`src/include/phy_mgmt_defines.vh`:
```
// Purpose: constants for the management serial block
// Assumes: included by src/phy_mgmt_control_status.v
// Notes:   register numbers, bit positions, reset values, frame codes
`ifndef PHY_MGMT_DEFINES_VH
`define PHY_MGMT_DEFINES_VH
`define REG_CONTROL      5'h00
`define REG_STATUS       5'h01
`define REG_ID_HIGH      5'h02
`define REG_ID_LOW       5'h03
`define CTL_RESET        15
`define CTL_LOOPBACK     14
`define CTL_SPEED        13
`define CTL_ANEG_EN      12
`define CTL_POWER_DOWN   11
`define CTL_ISOLATE      10
`define CTL_ANEG_RESTART 9
`define CTL_DUPLEX       8
`define CTL_COL_TEST     7
`define CTL_RESET_VALUE  16'h3000
`define ST_T4            15
`define ST_TX_FD         14
`define ST_TX_HD         13
`define ST_FD10          12
`define ST_HD10          11
`define ST_ANEG_DONE     5
`define ST_REMOTE_FAULT  4
`define ST_ANEG_ABLE     3
`define ST_LINK          2
`define ST_JABBER        1
`define ST_EXTENDED      0
`define PREAMBLE_MIN     6'h20
`define OP_READ          2'h2
`define OP_WRITE         2'h1
`define START_CODE       2'h1
`define CNT_HEADER       6'h0d
`define CNT_TURN         6'h0f
`define CNT_LAST         6'h1f
`endif

```
`src/src/phy_mgmt_control_status.v`:
```
// Purpose: management serial slave with control and status registers
// Assumes: mgmt clock is a pin, sampled by clock_in; straps are static
// Notes:   data bits sampled on rising and driven on falling management clock edges
//
// How it works
// - act only on accesses to own address
// - latch address straps when reset releases
// - matching read shifts sixteen bits out
// - matching write to register 0 stores control bits 14 to 7
// - register 0 control, register 1 status
// - loopback bit routes transmit into receive
// - speed bit picks 100 or 10
// - enable bit turns on auto-negotiation
// - power down bit stops core
// - isolate bit isolates bus, strap default
// - restart bit restarts negotiation, self-clears
// - duplex bit selects full duplex
// - collision test echoes transmit enable
// - 100BASE-TX ability bits read zero
// - ability bits read-only from configuration
// - negotiation complete flag reported
// - remote fault flag reported
// - link pass state reported
// - jabber latches high
// - extended capability bit reads one
// - registers 2, 3 give identifier codes
// - ability defaults follow strap pins
`timescale 1ns/1ns
`include "phy_mgmt_defines.vh"
module phy_mgmt_control_status
#(
   parameter [15:0] ID_HIGH_VALUE = 16'h1234,   // arbitrary value
   parameter [15:0] ID_LOW_VALUE  = 16'h5678    // arbitrary value
)
(
   input  wire        clock_in,
   input  wire        rst_in,
   input  wire        mdc_in,
   input  wire        mdio_in,
   output reg         mdio_out,
   output reg         mdio_oe_out,
   input  wire [4:0]  phy_address_strap_in,
   input  wire        isolate_default_strap_in,
   input  wire        t4_ability_strap_in,
   input  wire        full_duplex_ability_strap_in,
   input  wire        half_duplex_ability_strap_in,
   input  wire        default_strap_a_in,
   input  wire        aneg_complete_in,
   input  wire        remote_fault_in,
   input  wire        link_pass_in,
   input  wire        jabber_in,
   input  wire        tx_en_in,
   output reg         loopback_out,
   output reg         speed_100_out,
   output reg         aneg_enable_out,
   output reg         power_down_out,
   output reg         isolate_out,
   output reg         aneg_restart_out,
   output reg         full_duplex_out,
   output reg         col_test_out
);
   localparam ST_IDLE = 3'h0;
   localparam ST_HEAD = 3'h1;
   localparam ST_TURN = 3'h2;
   localparam ST_DATA = 3'h3;
   localparam ST_SKIP = 3'h4;

   reg  [1:0]  mdc_sync_reg;
   reg  [1:0]  mdio_sync_reg;
   reg  [2:0]  strap_sync0_reg;
   reg  [2:0]  strap_sync_reg;
   reg  [6:0]  cfg_sync0_reg;
   reg  [6:0]  cfg_sync_reg;
   reg  [4:0]  addr_sync0_reg;
   reg  [4:0]  addr_sync_reg;
   reg         mdc_prev_reg;
   reg         released_reg;
   reg         load_reg;
   reg  [4:0]  phy_address_reg;
   reg  [3:0]  ability_reg;
   reg         iso_default_reg;
   reg  [2:0]  state_reg;
   reg  [5:0]  count_reg;
   reg  [5:0]  ones_reg;
   reg  [15:0] shift_reg;
   reg         is_read_reg;
   reg  [4:0]  regnum_reg;
   reg  [15:0] control_reg;
   reg         jabber_reg;
   reg         reset_pulse_reg;
   wire        mdc_rise;
   wire        mdc_fall;
   wire        bit_in;
   wire [15:0] status_word;
   wire [15:0] control_default;
   wire [15:0] read_word;

   function [15:0] select_word;
      input [4:0]  num;
      input [15:0] ctl;
      input [15:0] st;
      begin
         case (num)
            `REG_CONTROL: select_word = ctl;
            `REG_STATUS:  select_word = st;
            `REG_ID_HIGH: select_word = ID_HIGH_VALUE;
            `REG_ID_LOW:  select_word = ID_LOW_VALUE;
            default:      select_word = 16'h0000;
         endcase
      end
   endfunction

   assign mdc_rise = mdc_sync_reg[1] & ~mdc_prev_reg;
   assign mdc_fall = ~mdc_sync_reg[1] & mdc_prev_reg;
   assign bit_in   = mdio_sync_reg[1];
   assign control_default = (`CTL_RESET_VALUE | ({15'h0000, iso_default_reg} << `CTL_ISOLATE))
                            & ~({15'h0000, ~ability_reg[0]} << `CTL_ANEG_EN);

   // status word assembly
   assign status_word = {ability_reg[3], 1'b0, 1'b0,
                         ability_reg[2], ability_reg[1], 5'h00,
                         cfg_sync_reg[0], cfg_sync_reg[1],
                         ability_reg[0], cfg_sync_reg[2],
                         jabber_reg, 1'b1};
   assign read_word = select_word(regnum_reg, control_reg, status_word);

   // management pin synchronisers
   always @(posedge clock_in or posedge rst_in)
   begin
      if (rst_in)
      begin
         mdc_sync_reg    <= 2'h0;
         mdio_sync_reg   <= 2'h3;
         mdc_prev_reg    <= 1'b0;
      end
      else
      begin
         mdc_sync_reg    <= {mdc_sync_reg[0], mdc_in};
         mdio_sync_reg   <= {mdio_sync_reg[0], mdio_in};
         mdc_prev_reg    <= mdc_sync_reg[1];
      end
   end

   // strap and status synchronisers, running through reset
   always @(posedge clock_in)
   begin
      strap_sync0_reg <= {t4_ability_strap_in, full_duplex_ability_strap_in,
                          half_duplex_ability_strap_in};
      strap_sync_reg  <= strap_sync0_reg;
      cfg_sync0_reg   <= {tx_en_in, jabber_in, isolate_default_strap_in,
                          default_strap_a_in, link_pass_in, remote_fault_in,
                          aneg_complete_in};
      cfg_sync_reg    <= cfg_sync0_reg;
      addr_sync0_reg  <= phy_address_strap_in;
      addr_sync_reg   <= addr_sync0_reg;
   end

   // strap capture at reset release, defaults loaded one clock later
   always @(posedge clock_in or posedge rst_in)
   begin
      if (rst_in)
      begin
         released_reg    <= 1'b0;
         load_reg        <= 1'b0;
         phy_address_reg <= 5'h00;
         ability_reg     <= 4'h0;
         iso_default_reg <= 1'b0;
      end
      else
      begin
         load_reg <= !released_reg;
         if (!released_reg)
         begin
            released_reg    <= 1'b1;
            phy_address_reg <= addr_sync_reg;
            ability_reg     <= {strap_sync_reg, ~cfg_sync_reg[3]};
            iso_default_reg <= cfg_sync_reg[4];
         end
      end
   end

   // frame engine and registers
   always @(posedge clock_in or posedge rst_in)
   begin
      if (rst_in)
      begin
         state_reg       <= ST_IDLE;
         count_reg       <= 6'h00;
         ones_reg        <= 6'h00;
         shift_reg       <= 16'h0000;
         is_read_reg     <= 1'b0;
         regnum_reg      <= 5'h00;
         control_reg     <= `CTL_RESET_VALUE;
         jabber_reg      <= 1'b0;
         reset_pulse_reg <= 1'b0;
         mdio_out        <= 1'b0;
         mdio_oe_out     <= 1'b0;
      end
      else
      begin
         reset_pulse_reg <= 1'b0;
         if (cfg_sync_reg[5])
            jabber_reg <= 1'b1;
         if (load_reg || reset_pulse_reg)
         begin
            control_reg <= control_default;
            if (reset_pulse_reg)
               jabber_reg <= cfg_sync_reg[5];
         end
         else if (control_reg[`CTL_ANEG_RESTART])
            control_reg[`CTL_ANEG_RESTART] <= 1'b0;
         if (mdc_fall && state_reg == ST_DATA && is_read_reg)
         begin
            mdio_out <= shift_reg[15];
            shift_reg <= {shift_reg[14:0], 1'b0};
         end
         if (mdc_fall && state_reg == ST_TURN && is_read_reg && count_reg == `CNT_TURN)
         begin
            mdio_oe_out <= 1'b1;
            mdio_out    <= 1'b0;
         end
         if (mdc_rise)
         begin
            case (state_reg)
               ST_IDLE:
               begin
                  mdio_oe_out <= 1'b0;
                  if (bit_in)
                     ones_reg <= (ones_reg == `PREAMBLE_MIN) ? ones_reg : ones_reg + 6'h01;
                  else
                  begin
                     ones_reg <= 6'h00;
                     if (ones_reg == `PREAMBLE_MIN)
                     begin
                        state_reg <= ST_HEAD;
                        count_reg <= 6'h01;
                        shift_reg <= 16'h0000;
                     end
                  end
               end
               ST_HEAD:
               begin
                  shift_reg <= {shift_reg[14:0], bit_in};
                  count_reg <= count_reg + 6'h01;
                  if (count_reg == `CNT_HEADER)
                  begin
                     regnum_reg  <= {shift_reg[3:0], bit_in};
                     is_read_reg <= (shift_reg[10:9] == `OP_READ);
                     if (shift_reg[12:11] == `START_CODE
                         && (shift_reg[10:9] == `OP_READ || shift_reg[10:9] == `OP_WRITE)
                         && shift_reg[8:4] == phy_address_reg)
                        state_reg <= ST_TURN;
                     else
                        state_reg <= ST_SKIP;
                  end
               end
               ST_TURN:
               begin
                  count_reg <= count_reg + 6'h01;
                  if (count_reg == `CNT_TURN)
                  begin
                     state_reg <= ST_DATA;
                     if (is_read_reg)
                     begin
                        shift_reg <= read_word;
                        if (regnum_reg == `REG_STATUS && !cfg_sync_reg[5])
                           jabber_reg <= 1'b0;
                     end
                  end
               end
               ST_DATA:
               begin
                  count_reg <= count_reg + 6'h01;
                  if (!is_read_reg)
                     shift_reg <= {shift_reg[14:0], bit_in};
                  if (count_reg == `CNT_LAST)
                  begin
                     state_reg <= ST_IDLE;
                     if (!is_read_reg && regnum_reg == `REG_CONTROL)
                     begin
                        control_reg <= {1'b0, shift_reg[13:6], 7'h00};
                        reset_pulse_reg <= shift_reg[14];
                     end
                  end
               end
               ST_SKIP:
               begin
                  mdio_oe_out <= 1'b0;
                  count_reg <= count_reg + 6'h01;
                  if (count_reg == `CNT_LAST)
                     state_reg <= ST_IDLE;
               end
               default: state_reg <= ST_IDLE;
            endcase
         end
      end
   end

   // control outputs
   always @(posedge clock_in or posedge rst_in)
   begin
      if (rst_in)
      begin
         loopback_out     <= 1'b0;
         speed_100_out    <= 1'b1;
         aneg_enable_out  <= 1'b1;
         power_down_out   <= 1'b0;
         isolate_out      <= 1'b0;
         aneg_restart_out <= 1'b0;
         full_duplex_out  <= 1'b0;
         col_test_out     <= 1'b0;
      end
      else
      begin
         loopback_out     <= control_reg[`CTL_LOOPBACK];
         speed_100_out    <= control_reg[`CTL_SPEED];
         aneg_enable_out  <= control_reg[`CTL_ANEG_EN];
         power_down_out   <= control_reg[`CTL_POWER_DOWN];
         isolate_out      <= control_reg[`CTL_ISOLATE];
         aneg_restart_out <= control_reg[`CTL_ANEG_RESTART];
         full_duplex_out  <= control_reg[`CTL_DUPLEX];
         col_test_out     <= control_reg[`CTL_COL_TEST] & cfg_sync_reg[6];
      end
   end
endmodule // phy_mgmt_control_status

```
`config.mk`:
```
export PLATFORM = sky130hd
export DESIGN_NAME = phy_mgmt_control_status
export DESIGN_NICKNAME = d
export VERILOG_FILES = /design/src/src/phy_mgmt_control_status.v
export VERILOG_INCLUDE_DIRS = /design/src /design/src/include
export SDC_FILE = /design/constraint.sdc
export NUM_CORES = 1
export LEC_CHECK = 0
export ABC_AREA = 1
export BUFFER_PORTS_ARGS = -buffer_cell sky130_fd_sc_hd__buf_2
export CAP_MARGIN = 5
export CORE_AREA = 2 2 118 120
export DETAILED_ROUTE_END_ITERATION = 12
export DIE_AREA = 0 0 120 122
export PLACE_DENSITY = 0.61
export SLEW_MARGIN = 30
export SYNTH_ARGS = -nofsm -noshare
export SYNTH_HDL_FRONTEND = slang
export SYNTH_SLANG_ARGS = --single-unit
export TNS_END_PERCENT = 30
```
`constraint.sdc`:
```
create_clock -name clock_in -period 2.7 [get_ports clock_in]
set_input_delay 0.54 -clock clock_in [delete_from_list [all_inputs] [get_ports clock_in]]
set_output_delay 0.54 -clock clock_in [all_outputs]
set_load 0.02 [all_outputs]
```
## After elaboration in Yosys (flattened, before gate mapping)

Cells that the tools add are included.

| word-level totals | value |
|---|---|
| word-level logic and storage cells | 135 |
| input port bits | 19 |
| bits in registers | 112 |
| output and inout bits | 10 |

| cells by class | value |
|---|---|
| bitwise logic cells | 9 |
| add/subtract/negate cells | 2 |
| multiplexer cells | 45 |
| reduce and logical (&&, ||, !) cells | 25 |
| equality and inequality tests | 21 |

Operator list:

| operator | count |
|---|---|
| $mux W16 | 11 |
| $pmux W16 S4 | 2 |
| $mux W6 | 5 |
| $mux W1 | 18 |
| $mux W3 | 6 |
| $and A14 B16 Y16 | 1 |
| $not A13 Y16 | 1 |
| $add A6 B1 Y6 const B | 2 |
| $eq A6 B4 Y1 const B | 2 |
| $pmux W3 S4 | 1 |
| $pmux W6 S2 | 1 |
| $eq A5 B2 Y1 const B | 2 |
| $logic_and A1 B1 Y1 | 9 |
| $mux W9 | 1 |
| $ne A2 B2 Y1 const B | 4 |
| $eq A3 B2 Y1 const B | 2 |
| $eq A6 B5 Y1 const B | 1 |
| $eq A6 B6 Y1 const B | 1 |
| $reduce_and A3 Y1 | 2 |
| $reduce_and A6 Y1 | 1 |
| $eq A5 B1 Y1 const B | 1 |
| $eq A5 B5 Y1 | 1 |
| $logic_not A5 Y1 | 1 |
| $eq A2 B1 Y1 const B | 2 |
| 13 further kinds | 24 |

## Longest topological paths before layout

Gate-level depths: netlist of run 1.

| logic depth | value |
|---|---|
| word-level depth | 9 |
| mapped depth | 10 |
| gate-level depth less buffers | 10 |

## Worst setup path after synthesis of run 1

Ideal clock, no wire load.

| path | value |
|---|---|
| path kind | register -> register |
| start | register count_reg[0] |
| end | register state_reg[2] |
| setup time | 0.118 ns |
| buffers on the path | 0 |
| clock period less this slack | 1.501 ns |
| cell stages (with the launch flop) | 11 |
| required time | 2.582 ns |
| arrival time | 1.383 ns |
| path slack | 1.199 ns |
| cells stage by stage | dfrtp_1 > ha_1 > nand3_2 > nor2_8 > nor2_4 > inv_4 > nand2_4 > nor2_8 > inv_2 > nand2_1 > nand2_1 |

| on the way | value |
|---|---|
| longest elaborated chain between the ends | 3 |
| elaborated cells on any way between the ends | 7 |
| those cells by class | 6 x eq/ne; 1 x reduce/logical |

Ends and longest elaborated chain:

| what | RTL line | source |
|---|---|---|
| start: declaration | phy_mgmt_control_status.v:83 | `reg [5:0] count_reg;` |
| start signal: assignment | phy_mgmt_control_status.v:244 | `count_reg <= count_reg + 6'h01;` |
| start signal: assignment | phy_mgmt_control_status.v:259 | `count_reg <= count_reg + 6'h01;` |
| start signal: assignment | phy_mgmt_control_status.v:273 | `count_reg <= count_reg + 6'h01;` |
| $eq A6 B4 Y1 (no source line) / $eq A6 B5 Y1 (equally long branches) | -- |  |
| $ne A2 B2 Y1 (no source line) / $ne A2 B1 Y1 (equally long branches) | -- |  |
| $reduce_and A6 Y1 (no source line) * | -- |  |
| end signal: assignment | phy_mgmt_control_status.v:187 | `state_reg <= ST_IDLE;` |
| end signal: assignment | phy_mgmt_control_status.v:235 | `state_reg <= ST_HEAD;` |
| end signal: assignment | phy_mgmt_control_status.v:252 | `state_reg <= ST_TURN;` |
| end: declaration | phy_mgmt_control_status.v:82 | `reg [2:0] state_reg;` |

Mark *: on every way between the ends. The rest lies on a longest branch, timed or not.
A chain may end at the register's enable or synchronous reset.

## Worst setup path in the final report of run 1

| path | value |
|---|---|
| start | register is_read_reg |
| end | register shift_reg[8] |

| on the way | value |
|---|---|
| longest elaborated chain between the ends | 6 |
| elaborated cells on any way between the ends | 9 |
| those cells by class | 8 x mux; 1 x reduce/logical |

Ends and longest elaborated chain:

| what | RTL line | source |
|---|---|---|
| start: declaration | phy_mgmt_control_status.v:86 | `reg is_read_reg;` |
| start signal: assignment | phy_mgmt_control_status.v:248 | `` is_read_reg <= (shift_reg[10:9] == `OP_READ); `` |
| $logic_and A1 B1 Y1 | phy_mgmt_control_status.v:212 | `if (mdc_fall && state_reg == ST_DATA && is_read_reg)` |
| $mux W16 | phy_mgmt_control_status.v:212 |  |
| $mux W16 (on tied branches) | phy_mgmt_control_status.v:263, phy_mgmt_control_status.v:233 |  |
| $mux W16 (on tied branches) | phy_mgmt_control_status.v:260, phy_mgmt_control_status.v:228 |  |
| $pmux W16 S4 | phy_mgmt_control_status.v:224 | `case (state_reg)` |
| $mux W16 * | phy_mgmt_control_status.v:222 | `if (mdc_rise)` |
| end signal: assignment | phy_mgmt_control_status.v:243 | `shift_reg <= {shift_reg[14:0], bit_in};` |
| end signal: assignment | phy_mgmt_control_status.v:265 | `shift_reg <= read_word;` |
| end signal: assignment | phy_mgmt_control_status.v:275 | `shift_reg <= {shift_reg[14:0], bit_in};` |
| end: declaration | phy_mgmt_control_status.v:85 | `reg [15:0] shift_reg;` |

Marked as above.

==> out/qor.csv, run 1 <==
metric,value,unit
status,"complete, no violations",
grt_pass1_vias,3989,
io_pins,29,
leakage,2.88,nW
synth_edf_count,0,
ctsHtreeMaxLevel,3,
synth_seq_cells,112,
synth_ff_type,dfrtp_1,
yosysTopAreaCell,dfrtp_1,
async_flop_share,0.732,
detail-route-antenna-nets,0,
path_class,flop to flop,
viasPerCell,4.93,
yosysTopAreaCellShare,0.363,
cp-end-kind,flop,
highest_layer,met4,
cts_made_buffers,9,
io_buffer_count,28,
rrSetupSlack,0.62,ns
dp_hpwl,8.44,mm
avgRoutedWirePerCell,13.9,microns
syn_area,5240,sq um
peakVddDrop,0.384,mV
slowest_delay,0.79,ns
max_slew.worst_pin.slew,0.682,ns
grt_max_degree,83,
synth_fp_nets,665,
syn_to_final_growth,10.8,%
hold_class,input port to async pin,
crit_slowest_cell,dfrtp_1,
clk_latency,0.36,ns
skew,0.0101,ns
drt-initial-drc-count,323,
clock_path_buffers,2,
ctsHoldBuffers,0,
synth-seq-area-share,0.508,
cap_violations,0,
cts-resized-gates,0,
period_share,0.771,
die_width,120,microns
die_area,14600,sq um
avgSynthCellArea,8.17,sq um
ys_warn_count,0,
nets,690,
synthTopCellsByArea,"dfrtp_1 (36%), nand2_1 (13%), dfxtp_1 (11%), nand3_1 (5.0%), inv_1 (4.9%)",
track_usage,0.173,
drive_gt1_frac,0.152,
wl_met3,470,microns
synth_cell_type_count,39,
finalSetupViolCount,0,
cp.required,2.97,ns
drc,0,
syn_inst,641,
finalSetupTns,0,ns
maxSlewHeadroom,0.545,
core,13500,sq um
r2r_start,is_read_reg$_DFFE_PP0P_,
die_h,122,microns
start_kind,flop,
place_congestion,0.900,
antennaDiodeCount,0,
report.final.slew_viol_count,0,
powerDensity,553,nW/um^2
cp_max_fo,25,
max_freq,0.481,GHz
finalPower,3.21,mW
rows,43,
rsz0062_at_grt,no,
cts_root_buffer,clkbuf_16,
num_vias,4197,
r2r_end,shift_reg[8]$_DFF_PP0_,
dr.pass1.iters,5,
post_cts_buffers,0,
path_cells,nand3_1 > nor2_4 > nand2_1 > nand2_1 > a21oi_1 > a21oi_1,
arrival,2.35,ns
met1Wirelength,5.46,mm
clock_sinks,112,
wl,11.8,mm
met2WireLength,5.71,mm
min_period,2.08,ns
initial_utilization,0.388,
grt_pass1_wl,19.7,mm
grt_remaining_overflow,0,
cts_tree,yes,
clk_pin_slew_worst_paths,0.07,ns
final-hold-violation-count,0,
antenna_found_initial,0,
r2r_cells,6,
-- stage by stage --
stage	worst slack [ns]	instance area, sq um	util	instances	hold WS (ns)
6_report	0.619	5800	0.429	851	0.270
5_1_grt	0.359	5800	0.429	851	0.264
4_1_cts	0.624	5800	0.429	851	0.266
3_5_place_dp	0.641	5520	0.408	835	0.312
3_3_place_gp	0.755	5520	0.408	835	0.309
2_1_floorplan	0.0615	5240	-	641	0.310
-- worst max path at each step --
stage                                       to                     from  slack, ns
floorplan           ability_reg[0]$_DFFE_PP0N_                   rst_in       0.06
global placement        shift_reg[7]$_DFF_PP0_  is_read_reg$_DFFE_PP0P_       0.76
detailed placement      shift_reg[8]$_DFF_PP0_  is_read_reg$_DFFE_PP0P_       0.64
CTS                     shift_reg[8]$_DFF_PP0_  is_read_reg$_DFFE_PP0P_       0.62
global route            shift_reg[8]$_DFF_PP0_  is_read_reg$_DFFE_PP0P_       0.36
finish                  shift_reg[8]$_DFF_PP0_  is_read_reg$_DFFE_PP0P_       0.62
-- layout by cell type (no fill, tap or decap), types with 2 or more instances in the layout --
cell type	instances
a21oi_1	14
dfxtp_1	30
xor2_1	7
nand3_1	52
nand2_2	10
nand2_4	3
buf_4	3
dfstp_2	6
nand2_1	187
nor2_8	2
nand3_2	4
or2_2	2
inv_1	67
nor2_1	39
clkinv_2	2
nand4_1	21
buf_2	28
o21ai_1	9
o21ai_0	49
ha_1	5
nor2_4	4
o21ai_2	6
o31ai_1	3
nor2_2	6
clkbuf_16	9
nand3b_1	2
dfrtp_1	76
inv_2	8
-- cell usage after synthesis (2+ instances only) --
cell / instances
a21oi_1: 14
buf_2: 7
buf_6: 4
clkbuf_1: 4
clkbuf_8: 2
dfrtp_1: 76
dfstp_2: 6
dfxtp_1: 30
ha_1: 5
inv_1: 68
inv_2: 8
nand2_1: 187
nand2_2: 10
nand2_4: 3
nand3_1: 52
nand3_2: 4
nand3b_1: 2
nand4_1: 21
nor2_1: 39
nor2_2: 6
nor2_4: 4
nor2_8: 2
o21ai_0: 49
o21ai_1: 9
o21ai_2: 6
o31ai_1: 3
or2_2: 2
xor2_1: 7
-- worst max-delay path, delay by kind of cell, from the launching register on --
| kind | cells | cell delay [ns] |
|---|---|---|
| AND/OR/NAND/NOR | 4 | 0.99 |
| flip-flops | 1 | 0.79 |
| AO/OA/AOI/OAI | 2 | 0.23 |
-- cell type report --
cell class,count,area [sq um]
well taps,180,225
multi-input cells,434,2150
flip-flops and latches,112,2660
clock inverters,5,41.3
repair buffers,32,183
fillers,1320,7700
clock buffers,11,243
inverters,77,293
-- report_power, final --
group	total [mW]	switching, mW	internal [mW]
sequential	1.78	0.0438	1.74
clock	1.26	0.603	0.661
combinational	0.166	0.110	0.0559
-- cell families (layout without fill, tap and decap cells) --
| kind of cell | after synthesis | in the layout | synth area share |
|---|---|---|---|
| adders and majority gates | 5 | 5 | 0.0119 |
| xor gates and xnor gates | 8 | 8 | 0.0134 |
| buffers and inverters | 95 | 125 | 0.0805 |
| and+or+nand+nor | 333 | 333 | 0.292 |
| DFF | 112 | 112 | 0.508 |
| AOI/OAI and AO/OA | 87 | 87 | 0.0930 |
| other | 1 | 1 | 0.000716 |
-- layer usage --
metal,vias up,GRT usage
li1,2105,-
met1,1996,0.223
met2,84,0.290
met3,12,0.0342
met4,0,0.0603
met5,-,0
Power figures use the tool's default switching activity.
==> run 2, diff against run 1 <==
--- a/config.mk
+++ b/config.mk
@@ -12,7 +12,7 @@
 export CORE_AREA = 2 2 118 120
 export DETAILED_ROUTE_END_ITERATION = 12
 export DIE_AREA = 0 0 120 122
-export PLACE_DENSITY = 0.61
+export PLACE_DENSITY = 0.59
 export SLEW_MARGIN = 30
 export SYNTH_ARGS = -nofsm -noshare
 export SYNTH_HDL_FRONTEND = slang
==> constraint.sdc (replaced) <==
create_clock -name clock_in -period 2.05 [get_ports clock_in]
set_input_delay 0.41 -clock clock_in [delete_from_list [all_inputs] [get_ports clock_in]]
set_output_delay 0.41 -clock clock_in [all_outputs]
set_load 0.02 [all_outputs]
==> run 2 against run 1 <==
Against the previous run: clock-buffer cell count down 2; critical endpoint is now jabber_reg$_DFF_PP0_; largest power group unchanged; sequential share of layout area shrank 0.76 points; die area unchanged; critical path type unchanged; wire length is 5.6% higher; sequential power increased by 31%; final area grew 1.7%; non-clock buffer count rose by 8.
==> out/qor.csv, run 2 (synthesized netlist as in run 1, its figures left out) <==
metric,value,unit
status,"complete, no violations",
regArea,2660,sq um
path_class,flop to flop,
max_slew.worst_pin.slew,0.619,ns
grt_pass1_wl,20.5,mm
ctsHoldBuffers,0,
finalSetupViolCount,0,
dr.pass1.iters,5,
rsz0062_at_grt,no,
grt_pass1_vias,4009,
initial_utilization,0.388,
place_congestion,0.930,
max_freq,0.533,GHz
clock_path_buffers,2,
multi_input_area,2150,sq um
cp_max_fo,5,
powerDensity,739,nW/um^2
antenna_found_initial,0,
skew,0.00851,ns
drive_gt1_frac,0.163,
fillers,1345,
drc,0,
io_buffer_count,28,
antennaDiodeCount,0,
cts-resized-gates,0,
die_area,14600,sq um
period_share,0.916,
wl,12.5,mm
leakage,2.93,nW
grt_max_degree,33,
nets,698,
r2r_start,count_reg[0]$_DFFE_PP0P_,
ctsHtreeMaxLevel,3,
path_cells,ha_1 > inv_1 > nor2_2 > nand2_1 > nor2_1 > nand4_1 > nand3b_1 > nand2_1,
final-hold-violation-count,0,
start_kind,flop,
dp_hpwl,8.92,mm
slowest_delay,0.43,ns
drt-initial-drc-count,439,
cp.required,2.30,ns
crit_slowest_cell,dfrtp_1,
placed_area,5590,sq um
die_h,122,microns
peakVddDrop,0.714,mV
viasPerCell,4.96,
mostFrequentLayoutCells,"nand2_1 (187), dfrtp_1 (76), inv_1 (67)",
clk_latency,0.36,ns
cp-end-kind,flop,
io_pins,29,
grt_remaining_overflow,0,
clk_pin_slew_worst_paths,0.08,ns
finalSetupTns,0,ns
core,13500,sq um
detail-route-antenna-nets,0,
clock_sinks,112,
rows,43,
final_common_cell,nand2_1,
post_cts_buffers,0,
arrival,2.13,ns
track_usage,0.182,
design_area,5900,sq um
report.final.slew_viol_count,0,
num_vias,4260,
cts_tree,yes,
avgRoutedWirePerCell,14.5,microns
min_period,1.88,ns
cts_made_buffers,9,
maxSlewHeadroom,0.586,
cp-startpoint,count_reg[0]$_DFFE_PP0P_,
hold_class,input port to async pin,
crit_top_cell,nand2_1,
die_width,120,microns
syn_to_final_growth,12.6,%
cap_violations,0,
cts_root_buffer,clkbuf_16,
## run 2: changes by cell type in the layout (fill, tap and decap cells not counted)
cell | before | now
clkinv_8 | 0 | 1
inv_8 | 1 | 2
clkbuf_8 | 1 | 0
inv_12 | 0 | 1
buf_12 | 1 | 2
clkinv_4 | 1 | 2
clkinv_2 | 2 | 0
clkbuf_1 | 1 | 0
buf_4 | 3 | 10
## run 2: final timing paths
check                                             end  slack, ns  cells past startpoint
setup / recovery                 jabber_reg$_DFF_PP0_       0.17                      8
min in group clock_in        cfg_sync0_reg[0]$_DFF_P_       0.14                      1
hold reg to reg               cfg_sync_reg[6]$_DFF_P_       0.33                      0
max in group asynchronous  mdio_sync_reg[1]$_DFF_PP1_       1.30                      3
setup reg to reg                 jabber_reg$_DFF_PP0_       0.17                      8
hold / removal                shift_reg[11]$_DFF_PP0_       0.13                      2
## run 2: through the flow
step                setup slack, ns  instances  hold WS (ns)  power, mW  utilization
global route                 0.0847        859         0.126       4.54        0.437
CTS                           0.237        859         0.133       4.41        0.437
finish                        0.172        859         0.125       4.36        0.437
floorplan                     0.549        641         0.310       2.53            -
global placement              0.308        843         0.310       2.61        0.414
detailed placement            0.261        843         0.312       2.61        0.414
## run 2: layer usage
layer / part of all wire / GRT usage / vias up
met3: 0.063 / 0.0468 / 16
met4: 0.014 / 0.0625 / 0
li1: - / - / 2126
met5: 0 / 0 / -
met2: 0.47 / 0.293 / 135
met1: 0.46 / 0.238 / 1983
## run 2: power breakdown
group | internal (mW) | switching [mW] | leakage [nW]
clock | 0.879 | 0.912 | 0.150
combinational | 0.0770 | 0.147 | 1.45
sequential | 2.28 | 0.0577 | 1.33
## run 2: final cells by class
cell class / count / area share
Tap cell: 180 / 0.0382
Clock buffer: 9 / 0.0382
Sequential cell: 112 / 0.451
Timing Repair Buffer: 40 / 0.0433
Inverter: 77 / 0.0501
Clock inverter: 7 / 0.0138
Multi-Input combinational cell: 434 / 0.365
## run 2: critical path: cells and delay by family (launching register included)
family	cells	cell delay [ns]
buffers and inverters	1	0.07
AND/OR/NAND/NOR	6	1.02
adder cells (fa/ha/maj)	1	0.25
flip-flops	1	0.43
==> run 3, diff against run 2 <==
--- a/config.mk
+++ b/config.mk
@@ -12,7 +12,7 @@
 export CORE_AREA = 2 2 118 120
 export DETAILED_ROUTE_END_ITERATION = 12
 export DIE_AREA = 0 0 120 122
-export PLACE_DENSITY = 0.59
+export PLACE_DENSITY = 0.61
 export SLEW_MARGIN = 30
 export SYNTH_ARGS = -nofsm -noshare
 export SYNTH_HDL_FRONTEND = slang
==> constraint.sdc (replaced) <==
create_clock -name clock_in -period 1.6 [get_ports clock_in]
set_input_delay 0.32 -clock clock_in [delete_from_list [all_inputs] [get_ports clock_in]]
set_output_delay 0.32 -clock clock_in [all_outputs]
set_load 0.02 [all_outputs]
==> run 3 against run 2 <==
Against the previous run: combinational power is 72% higher; clock-buffer cell count rose by 1; utilization grew 4.8 points; wire length up 9.4%; critical endpoint is now control_reg[11]$_DFF_PP0_; first-iteration DRC count down 31%; clock power is 25% higher; sequential power increased by 28%; setup slack got worse by 0.12 ns; final area up 11%; non-clock buffer count is 57 higher.
==> out/qor.csv, run 3 (synthesized netlist as in run 1, its figures left out) <==
metric,value,unit
status,"complete, no violations",
avgRoutedWirePerCell,14.9,microns
cts_root_buffer,clkbuf_16,
rows,43,
r2r_start,state_reg[2]$_DFFE_PP0P_,
io_buffer_count,28,
cts_made_buffers,9,
dp.cells,885,
initial_utilization,0.388,
nets,756,
grt_pass1_vias,4335,
path_class,flop to flop,
clk_pin_slew_worst_paths,0.08,ns
core,13500,sq um
grt_max_degree,83,
period_share,0.966,
final_common_cell,nand2_1,
start_kind,flop,
powerDensity,860,nW/um^2
detail-route-antenna-nets,0,
p_int,4.22,mW
comb_power_share,0.069,
num_vias,4512,
cp-startpoint,state_reg[2]$_DFFE_PP0P_,
ctsHtreeMaxLevel,3,
grt_pass1_wl,22.0,mm
track_usage,0.196,
wl,13.7,mm
dp_hpwl,9.91,mm
clk_latency,0.37,ns
clockPowerShare,0.399,
finalPower,5.62,mW
clock_sinks,112,
cp-end-kind,flop,
skew,0.0113,ns
antennaDiodeCount,0,
cap_violations,0,
clock_path_buffers,2,
final-hold-violation-count,0,
drive_gt1_frac,0.261,
syn_to_final_growth,24.9,%
drt-initial-drc-count,301,
die_area,14600,sq um
die_width,120,microns
grt_remaining_overflow,0,
seq_power_share,0.533,
hold_class,input port to async pin,
drc,0,
viasPerCell,4.92,
antenna_found_initial,0,
min_period,1.55,ns
cp.required,1.85,ns
mostFrequentLayoutCells,"nand2_1 (185), dfrtp_1 (72), inv_1 (65)",
cts_tree,yes,
finalSetupViolCount,0,
finalNonFillerCells,917,
max_freq,0.647,GHz
leakage,3.24,nW
dr.pass1.iters,5,
die_h,122,microns
switchingPower,1.40,mW
io_pins,29,
cp_max_fo,20,
switching_share,0.249,
place_congestion,0.908,
report.final.slew_viol_count,0,
arrival,1.80,ns
rsz0062_at_grt,yes,
peakVddDrop,0.614,mV
run 3: worst max-delay path, stage by stage, from the launching register on:
cell	delay [ns]
dfrtp_1	0.44
buf_4	0.17
nor2_4	0.20
buf_6	0.15
nand4_1	0.14
buf_12	0.19
nand3_1	0.06
o21ai_1	0.06
run 3: power groups by stage:
| stage | Clock (mW) | Combinational (mW) | Sequential, mW |
|---|---|---|---|
| 3_5_place_dp | 0 | 0.350 | 3.05 |
| 5_1_grt | 2.40 | 0.435 | 3.01 |
| 2_1_floorplan | 0 | 0.208 | 3.04 |
| 6_report | 2.24 | 0.386 | 2.99 |
| 3_3_place_gp | 0 | 0.343 | 3.05 |
| 4_1_cts | 2.31 | 0.353 | 2.99 |
run 3: stage by stage:
stage / hold WS, ns / utilization / area (sq um) / TNS (ns) / worst slack (ns)
floorplan: 0.310 / - / 5240 / 0 / 0.0993
global placement: 0.310 / 0.440 / 5940 / -0.00269 / -0.00269
detailed placement: 0.313 / 0.440 / 5940 / -0.0832 / -0.0243
CTS: 0.0374 / 0.463 / 6250 / -0.00758 / -0.00758
global route: 0.0353 / 0.484 / 6540 / -0.101 / -0.0173
finish: 0.0473 / 0.484 / 6540 / 0 / 0.0542
run 3: path summary, 6_finish.rpt:
path | endpoint | slack [ns] | cells past startpoint
max | control_reg[11]$_DFF_PP0_ | 0.05 | 7
min | regnum_reg[0]$_DFFE_PP0P_ | 0.05 | 3
max reg2reg | control_reg[11]$_DFF_PP0_ | 0.05 | 7
min reg2reg | cfg_sync_reg[5]$_DFF_P_ | 0.33 | 0
max in group asynchronous | state_reg[0]$_DFFE_PP0P_ | 1.12 | 3
min in group clock_in | addr_sync0_reg[3]$_DFF_P_ | 0.05 | 1
run 3: timing repair:
item / CTS / global route
gates cloned: 0 / 2
setup buffers: 0 / 14
pin swaps: 0 / 10
endpoints found under the setup margin: 11 / 44
hold buffers: 0 / 0
gates resized for setup: 3 / 37
run 3: routing by layer:
metal,global-route usage,part of all wire,up-vias
met1,0.256,0.45,2141
met4,0.0897,0.028,0
li1,-,-,2243
met3,0.0309,0.037,26
met2,0.321,0.48,102
met5,0,0,-
run 3: layout make-up:
cell class / instances / area [sq um]
Tap cell: 180 / 225
Clock inverter: 6 / 61.3
Inverter: 77 / 303
Timing Repair inverter: 1 / 5.00
Multi-Input combinational cell: 434 / 2290
Fill cell: 1297 / 6960
Clock buffer: 10 / 239
Timing Repair Buffer: 97 / 749
Sequential cell: 112 / 2670
